==> config.mk <==
export PLATFORM = sky130hd
export DESIGN_NAME = cspm_clock_power_ctrl
export DESIGN_NICKNAME = d
export VERILOG_FILES = /design/src/cspm_clock_power_ctrl.v
export VERILOG_INCLUDE_DIRS = /design/src
export SDC_FILE = /design/constraint.sdc
export NUM_CORES = 1
export LEC_CHECK = 0
export BUFFER_PORTS_ARGS = -buffer_cell sky130_fd_sc_hd__buf_2
export CAP_MARGIN = 30
export CORE_ASPECT_RATIO = 1.2
export CORE_UTILIZATION = 52
export DETAILED_ROUTE_END_ITERATION = 6
export PLACE_DENSITY_LB_ADDON = 0.1
export SLEW_MARGIN = 20
export SYNTH_ARGS = -nofsm -noshare
export SYNTH_HDL_FRONTEND = slang
export SYNTH_SLANG_ARGS = --single-unit
==> constraint.sdc <==
create_clock -name sys_clk -period 3.5 [get_ports sys_clk]
set_input_delay 0.7 -clock sys_clk [delete_from_list [all_inputs] [get_ports sys_clk]]
set_output_delay 0.7 -clock sys_clk [all_outputs]
set_load 0.02 [all_outputs]
==> src/cspm_defs.vh <==
`ifndef CSPM_DEFS_VH
`define CSPM_DEFS_VH

// Register indices on the plain register port
`define CSPM_ADDR_W          4
`define CSPM_REG_CTRL        4'h0
`define CSPM_REG_TRIM        4'h1
`define CSPM_REG_STATUS      4'h2
`define CSPM_REG_CONFIG      4'h3

// Control register fields
`define CSPM_CTRL_IDLE_BIT   7
`define CSPM_CTRL_PRI_FLAG   3
`define CSPM_CTRL_SCS_HI     1
`define CSPM_CTRL_SCS_LO     0
`define CSPM_CTRL_RESET      8'h00

// Trim register
`define CSPM_TRIM_W          6
`define CSPM_TRIM_RESET      6'h00

// Clock source select codes
`define CSPM_SRC_PRIMARY     2'h2
`define CSPM_SRC_SECONDARY   2'h1
`define CSPM_SRC_INTERNAL    2'h3

// Primary oscillator configuration codes
`define CSPM_CFG_INTERNAL    3'h0
`define CSPM_CFG_CRYSTAL     3'h4
`define CSPM_CFG_EXTCLK      3'h5
`define CSPM_CFG_EXTCLK_PLL  3'h6
`define CSPM_CFG_CRYSTAL_PLL 3'h7

// Timing
`define CSPM_CLK_MHZ         100
`define CSPM_TRIM_SETTLE_US  1000
`define CSPM_TRIM_SETTLE_CYC (`CSPM_TRIM_SETTLE_US * `CSPM_CLK_MHZ)
`define CSPM_PWRUP_CYC       65536
`define CSPM_OSC_START_CYC   1024
`define CSPM_READY_CYC       16
`define CSPM_SW_OLD_CYC      2
`define CSPM_SW_NEW_CYC      4

`endif

==> src/cspm_clock_power_ctrl.v <==
`timescale 1ns/100ps
`include "cspm_defs.vh"

module cspm_clock_power_ctrl #(
	parameter PWRUP_CYC    = `CSPM_PWRUP_CYC,
	parameter SETTLE_CYC   = `CSPM_TRIM_SETTLE_CYC
) (
	input  wire                      sys_clk,
	input  wire                      sys_rst,
	input  wire [`CSPM_ADDR_W-1:0]   reg_addr,
	input  wire [7:0]                reg_wdata,
	input  wire                      reg_wr,
	input  wire                      reg_rd,
	output reg  [7:0]                reg_rdata,
	input  wire                      sleep_cmd,
	input  wire                      wake_event,
	input  wire [2:0]                primary_osc_config,
	input  wire                      timer1_osc_enable,
	input  wire                      watchdog_enable,
	input  wire                      osc_in_tick,
	output reg                       device_reset,
	output reg                       cpu_clk_en,
	output reg                       periph_clk_en,
	output reg  [1:0]                active_source,
	output reg                       primary_osc_en,
	output reg                       secondary_osc_en,
	output reg                       fast_internal_osc_en,
	output reg                       slow_internal_osc_en,
	output reg  [`CSPM_TRIM_W-1:0]   fast_osc_trim,
	output reg                       trim_settling,
	output reg                       feedback_inv_en,
	output reg                       osc_pins_as_port,
	output reg                       osc_out_pin,
	output reg                       osc_out_pin_oe,
	output reg                       primary_clock_active_flag,
	output reg                       secondary_clock_active_flag
);

	localparam ST_PWRUP  = 3'h0;
	localparam ST_OSTART = 3'h1;
	localparam ST_READY  = 3'h2;
	localparam ST_RUN    = 3'h3;
	localparam ST_SWITCH = 3'h4;
	localparam ST_IDLE   = 3'h5;
	localparam ST_SLEEP  = 3'h6;

	// Input synchronisers
	reg  [2:0]  cfg_s1, cfg_s2;
	reg  [4:0]  in_s1, in_s2;
	reg         tick_d;
	wire        sleep_s   = in_s2[0];
	wire        wake_s    = in_s2[1];
	wire        t1_en_s   = in_s2[2];
	wire        wdt_en_s  = in_s2[3];
	wire        tick_s    = in_s2[4];
	wire        tick_rise = tick_s & ~tick_d;

	reg  [2:0]                state;
	reg                       idle_enable_bit;
	reg  [1:0]                clock_source_select;
	reg  [`CSPM_TRIM_W-1:0]   freq_trim_field;
	reg  [16:0]               cnt;
	reg  [16:0]               settle_cnt;
	reg  [2:0]                sw_cnt;
	reg  [1:0]                sw_target;
	reg                       sleep_d;
	reg  [1:0]                div_cnt;

	wire is_crystal  = (cfg_s2 == `CSPM_CFG_CRYSTAL) || (cfg_s2 == `CSPM_CFG_CRYSTAL_PLL);
	wire is_extclk   = (cfg_s2 == `CSPM_CFG_EXTCLK) || (cfg_s2 == `CSPM_CFG_EXTCLK_PLL);
	wire is_internal = (cfg_s2 == `CSPM_CFG_INTERNAL);
	wire sleep_rise  = sleep_s & ~sleep_d;

	// Primary code means the internal block when no external oscillator is fitted
	wire [1:0] sel_src  = (clock_source_select == `CSPM_SRC_PRIMARY && is_internal) ?
	                      `CSPM_SRC_INTERNAL : clock_source_select;

	// Effective source: secondary only when timer oscillator enabled
	wire [1:0] want_src = (sel_src == `CSPM_SRC_SECONDARY && !t1_en_s) ?
	                      active_source :
	                      (sel_src == 2'h0 ? active_source : sel_src);

	// Divide-by-four output clock for external clock modes
	always @(posedge sys_clk or posedge sys_rst) begin
		if (sys_rst) begin
			div_cnt <= 2'h0;
		end else begin
			div_cnt <= div_cnt + 2'h1;
		end
	end

	always @(posedge sys_clk or posedge sys_rst) begin
		if (sys_rst) begin
			cfg_s1 <= 3'h0;
			cfg_s2 <= 3'h0;
			in_s1  <= 5'h00;
			in_s2  <= 5'h00;
			tick_d <= 1'b0;
			sleep_d <= 1'b0;
		end else begin
			cfg_s1 <= primary_osc_config;
			cfg_s2 <= cfg_s1;
			in_s1  <= {osc_in_tick, watchdog_enable, timer1_osc_enable, wake_event, sleep_cmd};
			in_s2  <= in_s1;
			tick_d <= tick_s;
			sleep_d <= sleep_s;
		end
	end

	// Register writes and trim settling
	always @(posedge sys_clk or posedge sys_rst) begin
		if (sys_rst) begin
			idle_enable_bit     <= 1'b0;
			clock_source_select <= `CSPM_SRC_PRIMARY;
			freq_trim_field     <= `CSPM_TRIM_RESET;
			fast_osc_trim       <= `CSPM_TRIM_RESET;
			settle_cnt          <= 17'h00000;
			trim_settling       <= 1'b0;
		end else begin
			if (reg_wr && reg_addr == `CSPM_REG_CTRL) begin
				idle_enable_bit     <= reg_wdata[`CSPM_CTRL_IDLE_BIT];
				clock_source_select <= reg_wdata[`CSPM_CTRL_SCS_HI:`CSPM_CTRL_SCS_LO];
			end
			if (reg_wr && reg_addr == `CSPM_REG_TRIM) begin
				freq_trim_field <= reg_wdata[`CSPM_TRIM_W-1:0];
				settle_cnt      <= 17'h00000;
				trim_settling   <= 1'b1;
			end else if (fast_osc_trim != freq_trim_field) begin
				// One step toward the target per settle slice; step direction from an unsigned compare
				if (settle_cnt >= SETTLE_CYC / 64 - 1) begin
					settle_cnt <= 17'h00000;
					if (freq_trim_field > fast_osc_trim)
						fast_osc_trim <= fast_osc_trim + 6'h01;
					else
						fast_osc_trim <= fast_osc_trim - 6'h01;
				end else begin
					settle_cnt <= settle_cnt + 17'h00001;
				end
			end else begin
				trim_settling <= 1'b0;
				settle_cnt    <= 17'h00000;
			end
		end
	end

	// Power-up sequence, mode control, clock switching
	always @(posedge sys_clk or posedge sys_rst) begin
		if (sys_rst) begin
			state         <= ST_PWRUP;
			cnt           <= 17'h00000;
			sw_cnt        <= 3'h0;
			sw_target     <= `CSPM_SRC_INTERNAL;
			active_source <= `CSPM_SRC_INTERNAL;
			device_reset  <= 1'b1;
			cpu_clk_en    <= 1'b0;
			periph_clk_en <= 1'b0;
		end else begin
			case (state)
			ST_PWRUP: begin
				if (cnt >= PWRUP_CYC - 1) begin
					cnt   <= 17'h00000;
					state <= is_crystal ? ST_OSTART : ST_READY;
				end else begin
					cnt <= cnt + 17'h00001;
				end
			end
			ST_OSTART: begin
				if (tick_rise) begin
					if (cnt >= `CSPM_OSC_START_CYC - 1) begin
						cnt   <= 17'h00000;
						state <= ST_READY;
					end else begin
						cnt <= cnt + 17'h00001;
					end
				end
			end
			ST_READY: begin
				if (cnt >= `CSPM_READY_CYC - 1) begin
					cnt           <= 17'h00000;
					state         <= ST_RUN;
					device_reset  <= 1'b0;
					cpu_clk_en    <= 1'b1;
					periph_clk_en <= 1'b1;
					active_source <= is_internal ? `CSPM_SRC_INTERNAL : `CSPM_SRC_PRIMARY;
				end else begin
					cnt <= cnt + 17'h00001;
				end
			end
			ST_RUN, ST_IDLE: begin
				if (want_src != active_source) begin
					sw_target     <= want_src;
					sw_cnt        <= 3'h0;
					cpu_clk_en    <= 1'b0;
					periph_clk_en <= 1'b0;
					state         <= ST_SWITCH;
				end else if (sleep_rise && idle_enable_bit) begin
					cpu_clk_en <= 1'b0;
					state      <= ST_IDLE;
				end else if (sleep_rise) begin
					cpu_clk_en    <= 1'b0;
					periph_clk_en <= 1'b0;
					state         <= ST_SLEEP;
				end else if (state == ST_IDLE && wake_s) begin
					cpu_clk_en <= 1'b1;
					state      <= ST_RUN;
				end
			end
			ST_SWITCH: begin
				// Clock held off for old plus new source cycles
				if (sw_cnt >= `CSPM_SW_OLD_CYC + `CSPM_SW_NEW_CYC - 1) begin
					active_source <= sw_target;
					periph_clk_en <= 1'b1;
					cpu_clk_en    <= 1'b1;
					state         <= ST_RUN;
				end else begin
					sw_cnt <= sw_cnt + 3'h1;
				end
			end
			ST_SLEEP: begin
				if (wake_s) begin
					cpu_clk_en    <= 1'b1;
					periph_clk_en <= 1'b1;
					state         <= ST_RUN;
				end
			end
			default: state <= ST_PWRUP;
			endcase
		end
	end

	// Oscillator enables, pin states and status flags
	reg next_primary_osc_en;
	reg next_fast_int_osc_en;
	reg next_slow_int_osc_en;
	reg next_feedback_inv_en;
	reg next_osc_out_pin;
	reg next_pri_flag;
	reg next_sec_flag;

	always @* begin
		next_primary_osc_en  = 1'b0;
		next_fast_int_osc_en = 1'b0;
		next_slow_int_osc_en = wdt_en_s;
		next_feedback_inv_en = 1'b0;
		next_osc_out_pin     = 1'b0;
		next_pri_flag        = 1'b0;
		next_sec_flag        = 1'b0;
		case (state)
		ST_SLEEP: begin
			// Only the watchdog's slow oscillator and the timer1 secondary oscillator may stay on
			next_slow_int_osc_en = wdt_en_s;
		end
		ST_PWRUP, ST_OSTART, ST_READY: begin
			// Primary must run while the start-up counter watches it
			next_primary_osc_en  = !is_internal;
			next_fast_int_osc_en = (active_source == `CSPM_SRC_INTERNAL);
			next_slow_int_osc_en = wdt_en_s || (state == ST_PWRUP) ||
			                       (active_source == `CSPM_SRC_INTERNAL);
			next_feedback_inv_en = is_crystal;
			next_osc_out_pin     = is_extclk && div_cnt[1];
		end
		default: begin
			// Primary kept alive while it is the source or the switch target
			next_primary_osc_en  = !is_internal &&
			                       (active_source == `CSPM_SRC_PRIMARY ||
			                        sw_target == `CSPM_SRC_PRIMARY);
			next_fast_int_osc_en = (active_source == `CSPM_SRC_INTERNAL);
			next_slow_int_osc_en = wdt_en_s ||
			                       (active_source == `CSPM_SRC_INTERNAL);
			next_feedback_inv_en = is_crystal;
			next_osc_out_pin     = is_extclk && div_cnt[1];
			next_pri_flag        = (state == ST_RUN || state == ST_IDLE) &&
			                       (active_source == `CSPM_SRC_PRIMARY);
			next_sec_flag        = (state == ST_RUN || state == ST_IDLE) &&
			                       (active_source == `CSPM_SRC_SECONDARY);
		end
		endcase
	end

	always @(posedge sys_clk or posedge sys_rst) begin
		if (sys_rst) begin
			primary_osc_en              <= 1'b0;
			secondary_osc_en            <= 1'b0;
			fast_internal_osc_en        <= 1'b0;
			slow_internal_osc_en        <= 1'b1;
			feedback_inv_en             <= 1'b0;
			osc_pins_as_port            <= 1'b0;
			osc_out_pin                 <= 1'b0;
			osc_out_pin_oe              <= 1'b0;
			primary_clock_active_flag   <= 1'b0;
			secondary_clock_active_flag <= 1'b0;
		end else begin
			primary_osc_en              <= next_primary_osc_en;
			secondary_osc_en            <= t1_en_s;
			fast_internal_osc_en        <= next_fast_int_osc_en;
			slow_internal_osc_en        <= next_slow_int_osc_en;
			feedback_inv_en             <= next_feedback_inv_en;
			osc_pins_as_port            <= is_internal;
			osc_out_pin_oe              <= is_extclk;
			osc_out_pin                 <= next_osc_out_pin;
			primary_clock_active_flag   <= next_pri_flag;
			secondary_clock_active_flag <= next_sec_flag;
		end
	end

	// Register read, data one cycle after strobe
	reg  [7:0] next_rdata;

	always @* begin
		next_rdata = 8'h00;
		if (reg_rd) begin
			case (reg_addr)
			`CSPM_REG_CTRL:   next_rdata = {idle_enable_bit, 3'h0, primary_clock_active_flag,
			                                1'b0, clock_source_select};
			`CSPM_REG_TRIM:   next_rdata = {2'h0, freq_trim_field};
			`CSPM_REG_STATUS: next_rdata = {trim_settling, secondary_clock_active_flag,
			                                primary_clock_active_flag, state, active_source};
			`CSPM_REG_CONFIG: next_rdata = {5'h00, cfg_s2};
			default:          next_rdata = 8'h00;
			endcase
		end
	end

	// Idle data is zero so a stale read never lingers on the bus
	always @(posedge sys_clk or posedge sys_rst) begin
		if (sys_rst) begin
			reg_rdata <= 8'h00;
		end else begin
			reg_rdata <= next_rdata;
		end
	end

endmodule // cspm_clock_power_ctrl

==> impl_metrics.tcl <==
set metrics [dict create \
    status "finished, final reports clean" \
    grt_overflow_total 0 \
    crit_type "flop to flop" \
    rsz0062_at_grt "false" \
    maxSlewViolCount 0 \
    initial_core_util_pct 53.6 \
    drt_wl_total_mm 8.64 \
    cp_slowest_stage_delay_ps 380 \
    die_w_um 88.0 \
    worst_pin_slew_ps 607 \
    stdcell_count 604 \
    p_leak_nw 2.49 \
    grt_max_degree 50 \
    final_area_mm2 0.00519 \
    cts-root-buf "clkbuf_8" \
    syn-cell-area_mm2 0.00462 \
    power_mw 2.83 \
    yosysTopAreaCellShare_pct 50.9 \
    synth_area_leaders "dfrtp_1 (51%), ha_1 (4.3%), dfstp_2 (4.0%), nor2_1 (3.8%), xor2_1 (3.4%)" \
    hold_slack_ps 356 \
    wire_per_inst_um 14.3 \
    postCtsSetupRepairBufs 0 \
    synthCells 422 \
    worstPathCellList "inv_1 -> ha_1 -> a21oi_1 -> nand2_1 -> a221o_1 -> nand2_1 -> ha_1 -> a211oi_1 -> o21bai_1 -> a21oi_1 -> xor2_1 -> nand2_1 -> xnor2_1" \
    post-route-period-util_pct 84.8 \
    core_mm2 0.00861 \
    finalSetupViolCount 0 \
    yosys-top-cells-count "dfrtp_1 (94), nor2_1 (47), nand2_1 (34)" \
    remaining_drc_errors 0 \
    yosysTopAreaCell "dfrtp_1" \
    yosysWarnings 0 \
    dieHeight_um 105 \
    ys_seq_elements 101 \
    async_flop_share_pct 100 \
    areaGrowthSynthToFinish_pct 12.5 \
    critical_path.startpoint_type "flop" \
    layout.nets 523 \
    multi_input_area_mm2 0.00198 \
    diodes 0 \
    dr_total_vias 3240 \
    finalCriticalPeriod_ps 2970 \
    hold_path.class "flop to flop" \
    die_area_mm2 0.00926 \
    antenna_left 0 \
    cts-resized-gates 0 \
    grt_pass1_vias 3083 \
    drive_gt1_share_pct 20.7 \
    final-seq-area_mm2 0.00254 \
    pre_cts_ws_ps 561 \
    viasPerCell 5.36 \
    pin_count 54 \
    cp_max_fo 5 \
    yosys_most_used_dff "dfrtp_1" \
    maxCapViolations 0 \
    first_pass_iters 4 \
    slowest_stage "dfrtp_1" \
    placedCellCount 588 \
    power.density_mw_per_mm2 545 \
    cts_tree "yes" \
    fin_util_pct 60.3 \
    worstPathRequired_ps 3760 \
    fin_setup_tns_ps 0 \
    clock_skew_ps 5.25 \
    hpwlAfterDp_mm 6.35 \
    hold_buffers 0 \
    numPortBuffers 52 \
    drt_iter0_markers 240 \
    path_clk_slew_ps 100 \
    antenna_found_initial 0 \
    crit_top_cell "nand2_1" \
    worstSetupEndpointType "flop" \
    ir_drop_mv 0.306 \
    synth-edff-count 0 \
    postSynthAreaPerCell_um2 10.9 \
    hold_violations 0 \
    grt_pass1_wl_mm 14.7 \
    cp.arrival_ps 3230 \
    relSlewSlack_pct 59.5 \
    place_congestion 0.843 \
    fillers 738 \
    insertion_delay_ps 370 \
    worst_slack_ps 531 \
    grt.total_usage_pct 20.9 \
    max_freq_mhz 337 \
    seq_area_frac_synth_pct 54.9 \
    cts_num_sinks 101 \
    cts_buffers 9 \
    cts_buffer_depth 2 \
    ctsHtreeMaxLevel 3 \
    yosysMostFrequentCell "dfrtp_1" \
    synth.distinct_cells 60 \
    rows 37 \
    placed_area_mm2 0.00501 \
]
==> path summary, 6_finish.rpt <==
path | depth (start not counted) | startpoint | to | slack (ps)
worst min-delay path | 0 | in_s1[2] | in_s2[2] | 360
max in group asynchronous | 3 | sys_rst | device_reset | 2290
worst max register to register | 13 | fast_osc_trim[4] | fast_osc_trim[5] | 530
min in group asynchronous | 2 | sys_rst | cfg_s1[1] | 380
worst max-delay path | 13 | fast_osc_trim[4] | fast_osc_trim[5] | 530
worst min register to register | 0 | in_s1[2] | in_s2[2] | 360
==> cells in the final DEF, fill, tap and decap left out, types with 11 or more instances in the layout <==
master / instances
dfrtp_1: 94
buf_2: 52
nor2_1: 47
nand2_1: 34
a21oi_1: 20
o21ai_0: 19
inv_1: 19
xor2_1: 18
nand3_1: 16
ha_1: 16
xnor2_1: 12
mux2_2: 11
==> routing by layer <==
layer / vias to the layer above / global-route usage [%] / part of all wire [%]
met5: - / 0 / 0
met4: 0 / 8.18 / 1.6
met3: 10 / 4.39 / 4.0
met2: 62 / 32.3 / 47
met1: 1578 / 28.7 / 47
li1: 1590 / - / -
==> critical path, delay by kind of cell, from the launching register on <==
family	cells	cell delay (ps)
xor+xnor	2	340
fa+ha+maj	2	600
buf+inv	1	70
simple gates	3	340
compound gates	5	1140
flops	1	380
==> sequential cells by signal (all words and copies together) (netlist names), 2 cells and up <==
signal and cells:
cfg_s1 3, sw_cnt 3, in_s1 5, div_cnt 2, freq_trim_field 6, in_s2 5, clock_source_select 2, settle_cnt 17
sw_target 2, state 3, fast_osc_trim 6, reg_rdata 8, cnt 17, active_source 2, cfg_s2 3
==> power breakdown <==
part	total, mW	switching, mW	internal, mW	leakage (nW)
clock	0.686	0.417	0.269	0.0921
combinational	0.796	0.438	0.358	1.12
sequential	1.35	0.0833	1.26	1.27
==> logic make-up after synthesis <==
group           Yosys count  synth area share (%)
simple gates            153                  16.7
flops                   101                  54.9
compound gates           74                  10.9
xor+xnor                 30                  5.69
buf+inv                  30                  2.71
fa+ha+maj                17                  4.77
mux                      16                  4.31
other cells               1                0.0812
==> area by class of cell <==
class                   instances  area share (%)
clock inverters                 7            1.13
inverters                      20            1.49
repair buffers                 54            5.30
clock buffers                   9            2.38
multi-input cells             296            38.0
flip-flops and latches        101            48.8
well taps                     117            2.82
No activity file was read; power rests on OpenSTA's default activity.
